### src/core/sbc_pkg.sv
// shared constants, commands and carriers for the serial-bus control block
package sbc_pkg;

  // configuration register offsets
  localparam logic [7:0] SBC_OFS_DATA = 8'hB0;
  localparam logic [7:0] SBC_OFS_WORD = 8'hB1;
  localparam logic [7:0] SBC_OFS_SLAVE = 8'hB2;
  localparam logic [7:0] SBC_OFS_CSR = 8'hB3;

  // control and status bit positions
  localparam int SBC_BIT_MODE = 7;
  localparam int SBC_BIT_RSVD = 6;
  localparam int SBC_BIT_REQ_BUSY = 5;
  localparam int SBC_BIT_ROM_BUSY = 4;
  localparam int SBC_BIT_PRESENT = 3;
  localparam int SBC_BIT_FAST = 2;
  localparam int SBC_BIT_XFER_ERR = 1;
  localparam int SBC_BIT_LOAD_ERR = 0;

  // slave address register fields
  localparam int SBC_BIT_RW = 0;
  localparam int SBC_ADDR_MSB = 7;
  localparam int SBC_ADDR_LSB = 1;

  // reset values
  localparam logic [7:0] SBC_BYTE_RESET = 8'h00;

  // timing: core clock and the two serial clock rates, each bit is four quarters
  localparam int SBC_CLK_KHZ = 100000;
  localparam int SBC_NORMAL_SCL_KHZ = 60;
  localparam int SBC_FAST_SCL_KHZ = 4000;
  localparam int SBC_QUARTERS = 4;
  localparam int SBC_QTR_NORMAL = SBC_CLK_KHZ / (SBC_QUARTERS * SBC_NORMAL_SCL_KHZ);
  localparam int SBC_QTR_FAST = SBC_CLK_KHZ / (SBC_QUARTERS * SBC_FAST_SCL_KHZ);
  localparam int SBC_QTR_W = 16;
  localparam int SBC_DATA_BITS = 8;

  // byte-level commands to the bit engine
  typedef enum logic [1:0] {
    SBC_CMD_START = 2'b00,
    SBC_CMD_WRITE = 2'b01,
    SBC_CMD_READ = 2'b11,
    SBC_CMD_STOP = 2'b10
  } sbc_cmd_e;

  typedef struct packed {
    sbc_cmd_e cmd;
    logic [7:0] data;
  } sbc_req_s;

  typedef struct packed {
    logic nack;
    logic [7:0] data;
  } sbc_rsp_s;

endpackage : sbc_pkg

### src/core/sbc_bit_engine.sv
// bit engine: start, stop and byte transfers on the open-drain two-wire bus
`timescale 1ns/1ns
`default_nettype none
module sbc_bit_engine #(
  parameter int QTR_NORMAL = sbc_pkg::SBC_QTR_NORMAL,
  parameter int QTR_FAST = sbc_pkg::SBC_QTR_FAST
) (
  // clock and reset
  input wire logic i_clk,
  input wire logic i_rst,
  input wire logic i_ce,
  // rate select
  input wire logic i_fast,
  // command and answer
  input wire logic i_req_valid,
  input wire sbc_pkg::sbc_req_s i_req,
  output logic o_req_ready,
  output logic o_rsp_valid,
  output sbc_pkg::sbc_rsp_s o_rsp,
  // bus pins, data input already synchronised
  input wire logic i_sda,
  output logic o_scl,
  output logic o_scl_oe,
  output logic o_sda,
  output logic o_sda_oe
);
  import sbc_pkg::*;

  typedef enum logic [1:0] {
    SBC_E_IDLE = 2'b00,
    SBC_E_START = 2'b01,
    SBC_E_BIT = 2'b11,
    SBC_E_STOP = 2'b10
  } sbc_eng_e;

  localparam logic [SBC_QTR_W-1:0] QN = SBC_QTR_W'(QTR_NORMAL - 1);
  localparam logic [SBC_QTR_W-1:0] QF = SBC_QTR_W'(QTR_FAST - 1);
  localparam logic [3:0] ACK_BIT = 4'(SBC_DATA_BITS);

  sbc_eng_e state_reg, state_next;
  sbc_cmd_e cmd_reg, cmd_next;
  logic [SBC_QTR_W-1:0] qtr_reg, qtr_next;
  logic [1:0] phase_reg, phase_next;
  logic [3:0] bit_reg, bit_next;
  logic [7:0] shift_reg, shift_next;
  logic scl_reg, scl_next, sda_reg, sda_next, nack_reg, nack_next, done_reg, done_next;
  logic tick, fin;

  // sequence quarters of each bit; the rate is read at every reload
  always_comb begin
    state_next = state_reg;
    cmd_next = cmd_reg;
    qtr_next = qtr_reg;
    phase_next = phase_reg;
    bit_next = bit_reg;
    shift_next = shift_reg;
    scl_next = scl_reg;
    sda_next = sda_reg;
    nack_next = nack_reg;
    done_next = 1'b0;
    fin = 1'b0;
    tick = (qtr_reg == '0);
    if (state_reg != SBC_E_IDLE) begin
      if (tick) begin
        qtr_next = i_fast ? QF : QN;
        phase_next = phase_reg + 2'd1;
      end else begin
        qtr_next = qtr_reg - 1'b1;
      end
    end
    unique case (state_reg)
      SBC_E_IDLE: begin
        if (i_req_valid) begin
          cmd_next = i_req.cmd;
          shift_next = i_req.data;
          bit_next = '0;
          phase_next = '0;
          nack_next = 1'b0;
          qtr_next = i_fast ? QF : QN;
          if (i_req.cmd == SBC_CMD_START) begin
            state_next = SBC_E_START;
          end else if (i_req.cmd == SBC_CMD_STOP) begin
            state_next = SBC_E_STOP;
          end else begin
            state_next = SBC_E_BIT;
          end
        end
      end
      // release data, raise clock, pull data low under high clock, lower clock
      SBC_E_START: begin
        if (tick) begin
          unique case (phase_reg)
            2'd0: sda_next = 1'b1;
            2'd1: scl_next = 1'b1;
            2'd2: sda_next = 1'b0;
            2'd3: begin
              scl_next = 1'b0;
              fin = 1'b1;
            end
          endcase
        end
      end
      // data low, clock high, then data rises while clock is high
      SBC_E_STOP: begin
        if (tick) begin
          unique case (phase_reg)
            2'd0: sda_next = 1'b0;
            2'd1: scl_next = 1'b1;
            2'd2: sda_next = 1'b1;
            2'd3: fin = 1'b1;
          endcase
        end
      end
      // eight data bits msb first, then the acknowledge slot
      SBC_E_BIT: begin
        if (tick) begin
          unique case (phase_reg)
            2'd0: sda_next = (cmd_reg == SBC_CMD_WRITE && bit_reg < ACK_BIT) ? shift_reg[7] : 1'b1;
            2'd1: scl_next = 1'b1;
            2'd2: begin
              if (bit_reg < ACK_BIT) begin
                shift_next = {shift_reg[6:0], (cmd_reg == SBC_CMD_READ) & i_sda};
              end else begin
                // a single-byte read always answers with no acknowledge
                nack_next = (cmd_reg == SBC_CMD_WRITE) & i_sda;
              end
            end
            2'd3: begin
              scl_next = 1'b0;
              if (bit_reg == ACK_BIT) begin
                fin = 1'b1;
              end else begin
                bit_next = bit_reg + 4'd1;
              end
            end
          endcase
        end
      end
    endcase
    if (fin) begin
      state_next = SBC_E_IDLE;
      done_next = 1'b1;
    end
  end

  // register the engine state; the bus idles released
  always_ff @(posedge i_clk) begin
    if (i_rst) begin
      state_reg <= SBC_E_IDLE;
      cmd_reg <= SBC_CMD_START;
      qtr_reg <= '0;
      phase_reg <= '0;
      bit_reg <= '0;
      shift_reg <= SBC_BYTE_RESET;
      scl_reg <= 1'b1;
      sda_reg <= 1'b1;
      nack_reg <= 1'b0;
      done_reg <= 1'b0;
    end else if (i_ce) begin
      state_reg <= state_next;
      cmd_reg <= cmd_next;
      qtr_reg <= qtr_next;
      phase_reg <= phase_next;
      bit_reg <= bit_next;
      shift_reg <= shift_next;
      scl_reg <= scl_next;
      sda_reg <= sda_next;
      nack_reg <= nack_next;
      done_reg <= done_next;
    end
  end

  // open drain: enable only to pull low
  assign o_req_ready = (state_reg == SBC_E_IDLE);
  assign o_rsp_valid = done_reg;
  assign o_rsp = '{nack: nack_reg, data: shift_reg};
  assign o_scl = 1'b0;
  assign o_scl_oe = ~scl_reg;
  assign o_sda = 1'b0;
  assign o_sda_oe = ~sda_reg;

endmodule : sbc_bit_engine
`default_nettype wire

### src/core/sbc_ctrl_status.sv
// serial-bus control and status registers with the transfer sequencer
// Functional notes
// - address mode bit 7 low sends slave then word address, high sends only the slave address.
// - bit 6 of the control and status register always reads zero.
// - request busy (bit 5) reads one while a software-started cycle runs.
// - eeprom busy (bit 4) reads one while register defaults are being loaded.
// - eeprom present (bit 3) is set when an eeprom answers at fundamental reset release.
// - fast clock test (bit 2) selects about 4 MHz instead of about 60 kHz for the serial clock.
// - transfer error (bit 1) is set by a failed software cycle and held until software clears it.
// - load error (bit 0) is set by a failed eeprom download and held until software clears it.
// - every implemented bit returns to zero on fundamental, global or power-on reset.
// - slave address bit 0 picks write (0) or read (1), bits 7:1 hold the slave address.
// - a read places the received byte in the data register before request busy clears.
`timescale 1ns/1ns
`default_nettype none
module sbc_ctrl_status #(
  parameter int QTR_NORMAL = sbc_pkg::SBC_QTR_NORMAL,
  parameter int QTR_FAST = sbc_pkg::SBC_QTR_FAST,
  parameter logic [6:0] PROBE_ADDR = 7'h50
) (
  // clock, enable and resets (i_rst is the power-on reset)
  input wire logic i_clk,
  input wire logic i_rst,
  input wire logic i_ce,
  input wire logic i_fundamental_reset,
  input wire logic i_global_reset,
  // configuration register port
  input wire logic i_cfg_wr,
  input wire logic i_cfg_rd,
  input wire logic [7:0] i_cfg_addr,
  input wire logic [7:0] i_cfg_wdata,
  output logic [7:0] o_cfg_rdata,
  // register-default loader status
  input wire logic i_load_busy,
  input wire logic i_load_error,
  // serial bus pins
  input wire logic i_sda,
  output logic o_scl,
  output logic o_scl_oe,
  output logic o_sda,
  output logic o_sda_oe
);
  import sbc_pkg::*;

  typedef enum logic [2:0] {
    SBC_S_IDLE = 3'b000,
    SBC_S_START = 3'b001,
    SBC_S_SLAVE = 3'b011,
    SBC_S_WORD = 3'b010,
    SBC_S_DATA = 3'b110,
    SBC_S_STOP = 3'b100
  } sbc_seq_e;

  // pin synchronisers: data line, fundamental reset, global reset
  logic [2:0] sync1_reg, sync2_reg;
  logic sda_s, fund_s, glob_s, rst_all;

  always_ff @(posedge i_clk) begin
    if (i_rst) begin
      sync1_reg <= 3'b001;
      sync2_reg <= 3'b001;
    end else if (i_ce) begin
      sync1_reg <= {i_global_reset, i_fundamental_reset, i_sda};
      sync2_reg <= sync1_reg;
    end
  end

  assign sda_s = sync2_reg[0];
  assign fund_s = sync2_reg[1];
  assign glob_s = sync2_reg[2];
  assign rst_all = i_rst | fund_s | glob_s;

  sbc_seq_e seq_reg, seq_next;
  logic [7:0] data_reg, data_next, word_reg, word_next, slave_reg, slave_next;
  logic [7:0] rdata_reg, rdata_next, csr;
  logic mode_reg, mode_next, fast_reg, fast_next, present_reg, present_next;
  logic xerr_reg, xerr_next, lerr_reg, lerr_next, busy_reg, busy_next;
  logic probe_reg, probe_next, cur_probe_reg, cur_probe_next;
  logic restart_reg, restart_next, sent_reg, sent_next, fund_prev_reg;
  logic eng_valid, eng_ready, eng_done, is_read;
  sbc_req_s eng_req;
  sbc_rsp_s eng_rsp;

  // status view of the control and status register
  always_comb begin
    csr = SBC_BYTE_RESET;
    csr[SBC_BIT_MODE] = mode_reg;
    csr[SBC_BIT_RSVD] = 1'b0;
    csr[SBC_BIT_REQ_BUSY] = busy_reg;
    csr[SBC_BIT_ROM_BUSY] = probe_reg | i_load_busy;
    csr[SBC_BIT_PRESENT] = present_reg;
    csr[SBC_BIT_FAST] = fast_reg;
    csr[SBC_BIT_XFER_ERR] = xerr_reg;
    csr[SBC_BIT_LOAD_ERR] = lerr_reg;
  end

  // register writes first, then hardware events, so a set in the clear cycle wins
  always_comb begin
    seq_next = seq_reg;
    data_next = data_reg;
    word_next = word_reg;
    slave_next = slave_reg;
    mode_next = mode_reg;
    fast_next = fast_reg;
    present_next = present_reg;
    xerr_next = xerr_reg;
    lerr_next = lerr_reg;
    busy_next = busy_reg;
    probe_next = probe_reg;
    cur_probe_next = cur_probe_reg;
    restart_next = restart_reg;
    sent_next = sent_reg;
    rdata_next = rdata_reg;
    eng_valid = 1'b0;
    eng_req = '{cmd: SBC_CMD_START, data: SBC_BYTE_RESET};
    is_read = slave_reg[SBC_BIT_RW] & ~cur_probe_reg;
    if (i_cfg_wr) begin
      unique case (i_cfg_addr)
        SBC_OFS_DATA: data_next = i_cfg_wdata;
        SBC_OFS_WORD: word_next = i_cfg_wdata;
        SBC_OFS_SLAVE: begin
          // slave write starts the cycle; refused while the bus is in use
          if (!busy_reg && !probe_reg && seq_reg == SBC_S_IDLE) begin
            slave_next = i_cfg_wdata;
            busy_next = 1'b1;
          end
        end
        SBC_OFS_CSR: begin
          mode_next = i_cfg_wdata[SBC_BIT_MODE];
          fast_next = i_cfg_wdata[SBC_BIT_FAST];
          present_next = i_cfg_wdata[SBC_BIT_PRESENT];
          if (i_cfg_wdata[SBC_BIT_XFER_ERR]) xerr_next = 1'b0;
          if (i_cfg_wdata[SBC_BIT_LOAD_ERR]) lerr_next = 1'b0;
        end
        default: ;
      endcase
    end
    if (fund_prev_reg && !fund_s) probe_next = 1'b1;
    if (i_load_error) lerr_next = 1'b1;
    if (i_cfg_rd) begin
      unique case (i_cfg_addr)
        SBC_OFS_DATA: rdata_next = data_reg;
        SBC_OFS_WORD: rdata_next = word_reg;
        SBC_OFS_SLAVE: rdata_next = slave_reg;
        SBC_OFS_CSR: rdata_next = csr;
        default: rdata_next = SBC_BYTE_RESET;
      endcase
    end
    // each state but idle issues one engine command, then waits for its answer
    if (seq_reg != SBC_S_IDLE && !sent_reg) begin
      eng_valid = 1'b1;
      if (eng_ready) sent_next = 1'b1;
    end
    if (eng_done) sent_next = 1'b0;
    unique case (seq_reg)
      SBC_S_IDLE: begin
        if (probe_reg || busy_reg) begin
          cur_probe_next = probe_reg;
          restart_next = 1'b0;
          seq_next = SBC_S_START;
        end
      end
      SBC_S_START: begin
        if (eng_done) seq_next = SBC_S_SLAVE;
      end
      SBC_S_SLAVE: begin
        // address field and direction bit; the direction goes out only on the final address
        eng_req = '{cmd: SBC_CMD_WRITE, data: cur_probe_reg ? {PROBE_ADDR, 1'b0} :
                    {slave_reg[SBC_ADDR_MSB:SBC_ADDR_LSB], is_read & (mode_reg | restart_reg)}};
        if (eng_done) begin
          if (eng_rsp.nack) begin
            if (!cur_probe_reg) xerr_next = 1'b1;
            seq_next = SBC_S_STOP;
          end else if (cur_probe_reg) begin
            present_next = 1'b1;
            seq_next = SBC_S_STOP;
          end else if (!mode_reg && !restart_reg) begin
            seq_next = SBC_S_WORD;
          end else begin
            seq_next = SBC_S_DATA;
          end
        end
      end
      SBC_S_WORD: begin
        eng_req = '{cmd: SBC_CMD_WRITE, data: word_reg};
        if (eng_done) begin
          if (eng_rsp.nack) begin
            xerr_next = 1'b1;
            seq_next = SBC_S_STOP;
          end else if (is_read) begin
            // repeated start turns the bus round for the read
            restart_next = 1'b1;
            seq_next = SBC_S_START;
          end else begin
            seq_next = SBC_S_DATA;
          end
        end
      end
      SBC_S_DATA: begin
        eng_req = '{cmd: is_read ? SBC_CMD_READ : SBC_CMD_WRITE, data: data_reg};
        if (eng_done) begin
          // received byte lands before busy clears; it overrides a same-cycle write
          if (is_read) data_next = eng_rsp.data;
          else if (eng_rsp.nack) xerr_next = 1'b1;
          seq_next = SBC_S_STOP;
        end
      end
      SBC_S_STOP: begin
        eng_req = '{cmd: SBC_CMD_STOP, data: SBC_BYTE_RESET};
        if (eng_done) begin
          if (cur_probe_reg) probe_next = 1'b0;
          else busy_next = 1'b0;
          seq_next = SBC_S_IDLE;
        end
      end
    endcase
  end

  // register state; the edge detector for reset release only follows power-on reset
  always_ff @(posedge i_clk) begin
    if (i_rst) begin
      fund_prev_reg <= 1'b0;
    end else if (i_ce) begin
      fund_prev_reg <= fund_s;
    end
  end

  always_ff @(posedge i_clk) begin
    if (rst_all) begin
      seq_reg <= SBC_S_IDLE;
      data_reg <= SBC_BYTE_RESET;
      word_reg <= SBC_BYTE_RESET;
      slave_reg <= SBC_BYTE_RESET;
      rdata_reg <= SBC_BYTE_RESET;
      mode_reg <= 1'b0;
      fast_reg <= 1'b0;
      present_reg <= 1'b0;
      xerr_reg <= 1'b0;
      lerr_reg <= 1'b0;
      busy_reg <= 1'b0;
      probe_reg <= 1'b0;
      cur_probe_reg <= 1'b0;
      restart_reg <= 1'b0;
      sent_reg <= 1'b0;
    end else if (i_ce) begin
      seq_reg <= seq_next;
      data_reg <= data_next;
      word_reg <= word_next;
      slave_reg <= slave_next;
      rdata_reg <= rdata_next;
      mode_reg <= mode_next;
      fast_reg <= fast_next;
      present_reg <= present_next;
      xerr_reg <= xerr_next;
      lerr_reg <= lerr_next;
      busy_reg <= busy_next;
      probe_reg <= probe_next;
      cur_probe_reg <= cur_probe_next;
      restart_reg <= restart_next;
      sent_reg <= sent_next;
    end
  end

  assign o_cfg_rdata = rdata_reg;

  // rate select into the bit engine
  sbc_bit_engine #(
    .QTR_NORMAL(QTR_NORMAL),
    .QTR_FAST(QTR_FAST)
  ) u_engine (
    .i_clk(i_clk),
    .i_rst(rst_all),
    .i_ce(i_ce),
    .i_fast(fast_reg),
    .i_req_valid(eng_valid),
    .i_req(eng_req),
    .o_req_ready(eng_ready),
    .o_rsp_valid(eng_done),
    .o_rsp(eng_rsp),
    .i_sda(sda_s),
    .o_scl(o_scl),
    .o_scl_oe(o_scl_oe),
    .o_sda(o_sda),
    .o_sda_oe(o_sda_oe)
  );

endmodule : sbc_ctrl_status
`default_nettype wire

### config.mk
export PLATFORM = sky130hd
export DESIGN_NAME = sbc_ctrl_status
export DESIGN_NICKNAME = d
export VERILOG_FILES = /design/src/core/sbc_pkg.sv /design/src/core/sbc_bit_engine.sv /design/src/core/sbc_ctrl_status.sv
export SDC_FILE = /design/constraint.sdc
export NUM_CORES = 1
export LEC_CHECK = 0
export ABC_AREA = 0
export BUFFER_PORTS_ARGS = -buffer_cell sky130_fd_sc_hd__clkbuf_2
export CORE_MARGIN = 3
export CORE_UTILIZATION = 30
export DETAILED_ROUTE_END_ITERATION = 6
export GPL_ROUTABILITY_DRIVEN = 0
export PLACE_DENSITY = 0.48
export SKIP_LAST_GASP = 1
export SYNTH_ARGS = -nofsm -noshare
export SYNTH_HDL_FRONTEND = slang
export SYNTH_SLANG_ARGS = --single-unit
### constraint.sdc
create_clock -name i_clk -period 3.2 [get_ports i_clk]
set_clock_uncertainty 0.05 [all_clocks]
set_input_delay 0.32 -clock i_clk [delete_from_list [all_inputs] [get_ports i_clk]]
set_output_delay 0.32 -clock i_clk [all_outputs]
set_load 0.01 [all_outputs]
==> summary.txt, run 1 <==
Yosys
  • Synth top area share: 38.2%
  • Synth async-reset ratio: 0%
  • Register area share after synthesis: 38.2%
  • Synth warnings: 0
  • Synth area leader: dfxtp_1
  • Syn avg cell area: between 8 and 9 µm²
  • Yosys reg bits: 90
  • Mapped cell area: around 4700 µm²
  • Synth area leaders: dfxtp_1 38%, mux2i_1 8.9%, nor2_1 6.1%
  • Synth cell types: 66
  • Cell count after synthesis: 560
  • Primary FF master, synth: dfxtp_1
  • EDFF count, synth: 0

Run
  • MaxCap Viol Count: 0

STA
  • Fin worst setup slack: 0.558 ns
  • Fin crit share: 82.6%
  • Max-slew violation count: 0
  • RSZ-0062 raised after global routing: no
  • Setup_tns: 0 ns
  • Minimum clock period: 2.64 ns
  • Max frequency: roughly 0.38 GHz
  • Final setup viols: 0
  • Final hold vios: 0
  • Worst-margin pin slew: 0.761 ns
  • Max-slew headroom at the worst pin: about half

Floorplan
  • Area of the core: 15300 µm²
  • Starting density of the core: a little under a third
  • Die H: 131 µm
  • I/O pins: 38
  • Rows: 45
  • Die Span X: 131 µm
  • Die Area: 17300 µm²

Finish
  • Largest register FFs: 16
  • Commonest non-fill, non-tap cell in the layout: dfxtp_1
  • Layout fillers: ~1700
  • Nets: 614
  • Highest-count cells in the layout ignoring fill and taps: 90 x dfxtp_1, 76 x nor2_1, 49 x nand2_1
  • Final Core Density: 35.0%
  • P&R area growth vs syn: 13.6%
  • Non-Filler Instances: 796
  • Storage cell area: 1800 µm²
  • Multi-input gate area: about 2700 µm²
  • Ant diodes: 0
  • Layout cells sized above 1: 15.9%

Power
  • Internal cell power: 0.00171 W
  • Clock Power Share: 44.5%
  • Sequential Power Share: about half
  • Combinational cell fraction of total power: 5.3%
  • Static Leak: 1.91 nW
  • Pwr dens: 421 nW/µm²
  • Sw Pwr: 0.000542 W
  • Max IR drop VDD: about 0.00027 V
  • Switching share of total power: 24.0%

Route
  • Length of the first detailed-routing pass in iterations: 5
  • WL final: around 13000 µm
  • Post-DR vias/cell: 5.26
  • Initial DRC count: 341
  • Via count: 4189
  • DRC violations left: 0
  • DRT antenna net count: 0
  • Drt wl/cell: 16.4 µm

Critical path
  • Type of destination of the critical path: flop
  • Startpoint types: flop
  • Worst-path maximum fanout: 9
  • CP required: 3.38 ns
  • WS Path Type: flop to flop
  • FF-to-FF setup slack: 0.56 ns
  • Arr. time, crit path: 2.82 ns

Global route
  • GR Util All Layers: between 10% and 20%
  • First-pass GRT wire length: 21600 µm
  • Largest net degree at the start of global routing: 40
  • Initial antenna violation count: 0
  • Grt ovf: 0
  • Vias in the first global route: 3977

Place
  • Post-DP HPWL: 9540 µm
  • Placed Instances: 780
  • IO Port Bufs: 35
  • Pre-CTS setup slack: roughly 0.56 ns

Clocking
  • Worst-Skew Late Latency: around 0.35 ns
  • CTS tree: built
  • CTS Buf Count: 9
  • # Post-CTS Setup Buffers: 0
  • Worst-path clk slew: 0.07 ns
  • Number of H-tree levels: 3
  • Clk sinks: 90
  • Max clock buf depth: 2
  • PostCTS Resize Cnt: 0
  • Hold-fix buffers, CTS: 0
  • Root buffer cell: clkbuf_16

Run status
  • Status: finished clean

Hold path
  • HP Class: input pin to flop
-- per-layer routing --
metal	wire (µm)	global-route usage, %	vias up	share of wire, %
met5	0	0	-	0
met4	132	4.03	0	1.0
met3	499	2.95	8	3.8
met2	6080	24.4	84	47
met1	6340	21.6	2038	49
li1	-	-	2059	-
-- kinds of logic after synthesis --
kind of cell | share of synthesized area, %
AND/OR/NAND/NOR | 23.6
AO/OA/AOI/OAI | 17.2
flip-flops | 38.2
buffers and inverters | 5.12
multiplexers | 11.5
XOR/XNOR | 2.04
adder cells (fa/ha/maj) | 2.12
other | 0.0796
-- layout make-up --
| class | count | area share, % |
|---|---|---|
| clock buffer | 12 | 4.60 |
| multi-input combinational | 416 | 50.3 |
| timing repair buffer | 46 | 4.81 |
| inverter | 17 | 1.19 |
| clock inverter | 4 | 0.514 |
| sequential | 90 | 33.7 |
| tap | 211 | 4.93 |
-- cells in the mapped netlist (3+ instances only) --
cell type,instances
a31oi_1,9
nor3b_1,3
o2111ai_1,5
o21ai_0,27
a211oi_1,10
nand3b_1,4
buf_1,6
nor3_1,18
xnor2_1,6
dfxtp_1,90
clkbuf_1,23
nor2_1,76
ha_1,8
nand3_1,17
o211ai_1,3
mux2_2,9
or2_2,4
a221o_1,5
or3_1,6
buf_6,3
a21oi_1,26
inv_1,17
buf_2,4
nand4_1,5
mux2i_1,42
xor2_1,5
nand2_1,49
a22oi_1,7
or4_4,3
nor4b_1,3
and3_1,8
nor2b_1,4
o31ai_1,3
nor4_1,7
-- power groups by stage --
stage	combinational, W	sequential [W]	clock, W
floorplan	0.0000803	0.00115	0
global placement	0.000119	0.00116	0
detailed placement	0.000121	0.00116	0
CTS	0.000121	0.00113	0.00102
global route	0.000133	0.00113	0.00107
finish	0.000120	0.00113	0.00100
-- through the flow --
step                area (µm²)  power, W  hold slack [ns]
finish                    5350   0.00226            0.131
global route              5350   0.00233            0.134
CTS                       5350   0.00227            0.128
detailed placement        5080   0.00128            0.401
global placement          5080   0.00128            0.397
floorplan                 4720   0.00123            0.381
-- path summary, 6_finish.rpt --
kind	startpoint	endpoint	cells past startpoint
setup / recovery	u_engine.qtr_reg[0]	u_engine.qtr_reg[6]	7
hold / removal	i_sda	sync1_reg[0]	2
setup reg to reg	u_engine.qtr_reg[0]	u_engine.qtr_reg[6]	7
hold reg to reg	o_cfg_rdata[5]	o_cfg_rdata[5]	2
-- worst max-delay path: stages (launching register included) --
cell and delay [ns]:
dfxtp_1 0.34, inv_1 0.12, ha_1 0.15, or4b_4 0.48, or4_1 0.67, o21ai_2 0.26
a21o_1 0.34, nor3_1 0.10
Power figures use the tool's default switching activity.
==> run 2: changes to the inputs <==
Clock period 3.2 ns to 2.8 ns, I/O delays scaled along.
==> summary.txt, run 2 (same netlist as run 1, synthesis figures left out) <==
Clocking
  • Hold-fix buffers, CTS: 0
  • # Post-CTS Setup Buffers: 0
  • CTS Buf Count: 9
  • Worst-path clk slew: roughly 0.060 ns
  • PostCTS Resize Cnt: 0
  • CTS tree: built
  • Max clock buf depth: 2
  • Clk sinks: 90
  • Root buffer cell: clkbuf_16
  • Number of H-tree levels: 3
  • Worst-Skew Late Latency: about 0.35 ns

Run
  • MaxCap Viol Count: 0

Floorplan
  • I/O pins: 38
  • Area of the core: ~15000 µm²
  • Rows: 45
  • Starting density of the core: 30.8%
  • Die Span X: 131 µm
  • Die H: 131 µm
  • Die Area: 17300 µm²

STA
  • Worst-margin pin slew: 0.577 ns
  • Minimum clock period: between 2 and 3 ns
  • Max frequency: 0.381 GHz
  • Fin crit share: between 90 and 100%
  • Setup_tns: 0 ns
  • Max-slew violation count: 0
  • RSZ-0062 raised after global routing: no
  • Final setup viols: 0
  • Max-slew headroom at the worst pin: 61.5%
  • Min Hold Slack: 0.0911 ns
  • Final hold vios: 0

Route
  • DRC violations left: 0
  • Via count: 4229
  • Drt wl/cell: 16.5 µm
  • Initial DRC count: 311
  • WL final: 13300 µm
  • DRT antenna net count: 0
  • Post-DR vias/cell: 5.27
  • Length of the first detailed-routing pass in iterations: 5

Global route
  • GR Util All Layers: 15.4%
  • Grt ovf: 0
  • Met3 usage: 2.87%
  • Initial antenna violation count: 0
  • Met1 Track Usage GR: a little over a fifth
  • Largest net degree at the start of global routing: 42
  • Met2 Usage GRT: 23.8%
  • Vias in the first global route: just over 4000
  • Most crowded layer after global routing: met2
  • First-pass GRT wire length: 21500 µm

Critical path
  • Critical path buffer and inverter count: 1
  • Crit-path cells: inv_1 -> ha_1 -> or4b_4 -> or4_1 -> o21ai_2 -> a21o_1 -> nor2_1
  • Startpoint types: flop
  • Type of destination of the critical path: flop
  • CP required: 2.98 ns
  • R2R cell count: 7
  • Worst path slowest cell: or4_1
  • WS Path Type: flop to flop
  • Worst path max stage delay: 0.67 ns
  • CP delay by family, top: simple AND/OR/NAND/NOR gates
  • Worst-path maximum fanout: 9
  • Arr. time, crit path: between 2 and 3 ns
  • WP depth: 7

Power
  • Pwr dens: 506 nW/µm²
  • Static Leak: slightly below 2 nW
  • Max IR drop VDD: about 0.0003 V

Finish
  • Final Core Density: 35.6%
  • Layout cells sized above 1: 17.1%
  • Ant diodes: 0
  • Non-Filler Instances: between 800 and 900
  • Storage cell area: 1800 µm²
  • Highest-count cells in the layout ignoring fill and taps: 90 x dfxtp_1, 76 x nor2_1, 49 x nand2_1
  • Layout fillers: 1628
  • Multi-input gate area: 2690 µm²
  • Commonest non-fill, non-tap cell in the layout: dfxtp_1
  • Nets: 622
  • P&R area growth vs syn: 15.8%
  • Largest register FFs: 16

Hold path
  • HP Class: input pin to flop
  • Worst hold stages: 2

Place
  • IO Port Bufs: 35
  • Placed Instances: 788
  • Post-DP HPWL: 9700 µm

Run status
  • Status: finished clean
[run 2: where the power goes]
part | switching (W) | internal [W]
logic | 0.0000944 | 0.0000473
registers | 0.00000566 | 0.00129
clock network | 0.000522 | 0.000804
[run 2: per-stage QoR]
step	power (W)	area (µm²)	worst slack, ns
6_report	0.00276	5460	0.175
5_1_grt	0.00285	5460	0.0301
4_1_cts	0.00279	5460	0.184
3_5_place_dp	0.00146	5140	0.186
3_3_place_gp	0.00146	5140	0.233
2_1_floorplan	0.00141	4720	0.427
[run 2: routing by layer]
layer	part of all wire (%)	up-vias
met4	2.1	0
met2	45	111
li1	-	2072
met5	0	-
met1	49	2027
met3	4.3	19
[run 2: path summary, 6_finish.rpt]
path,start,endpoint,slack [ns]
worst max-delay path,u_engine.qtr_reg[0],u_engine.qtr_reg[10],0.17
worst min-delay path,i_sda,sync1_reg[0],0.09
worst max register to register,u_engine.qtr_reg[0],u_engine.qtr_reg[10],0.17
worst min register to register,o_cfg_rdata[4],o_cfg_rdata[4],0.41
[run 2: final cells by class]
class	instances	share of cell area (%)
Multi-Input combinational cell	416	49.3
Sequential cell	90	33.0
Timing Repair Buffer	54	5.82
Tap cell	211	4.84
Clock buffer	11	4.45
Clock inverter	4	1.40
Inverter	17	1.17
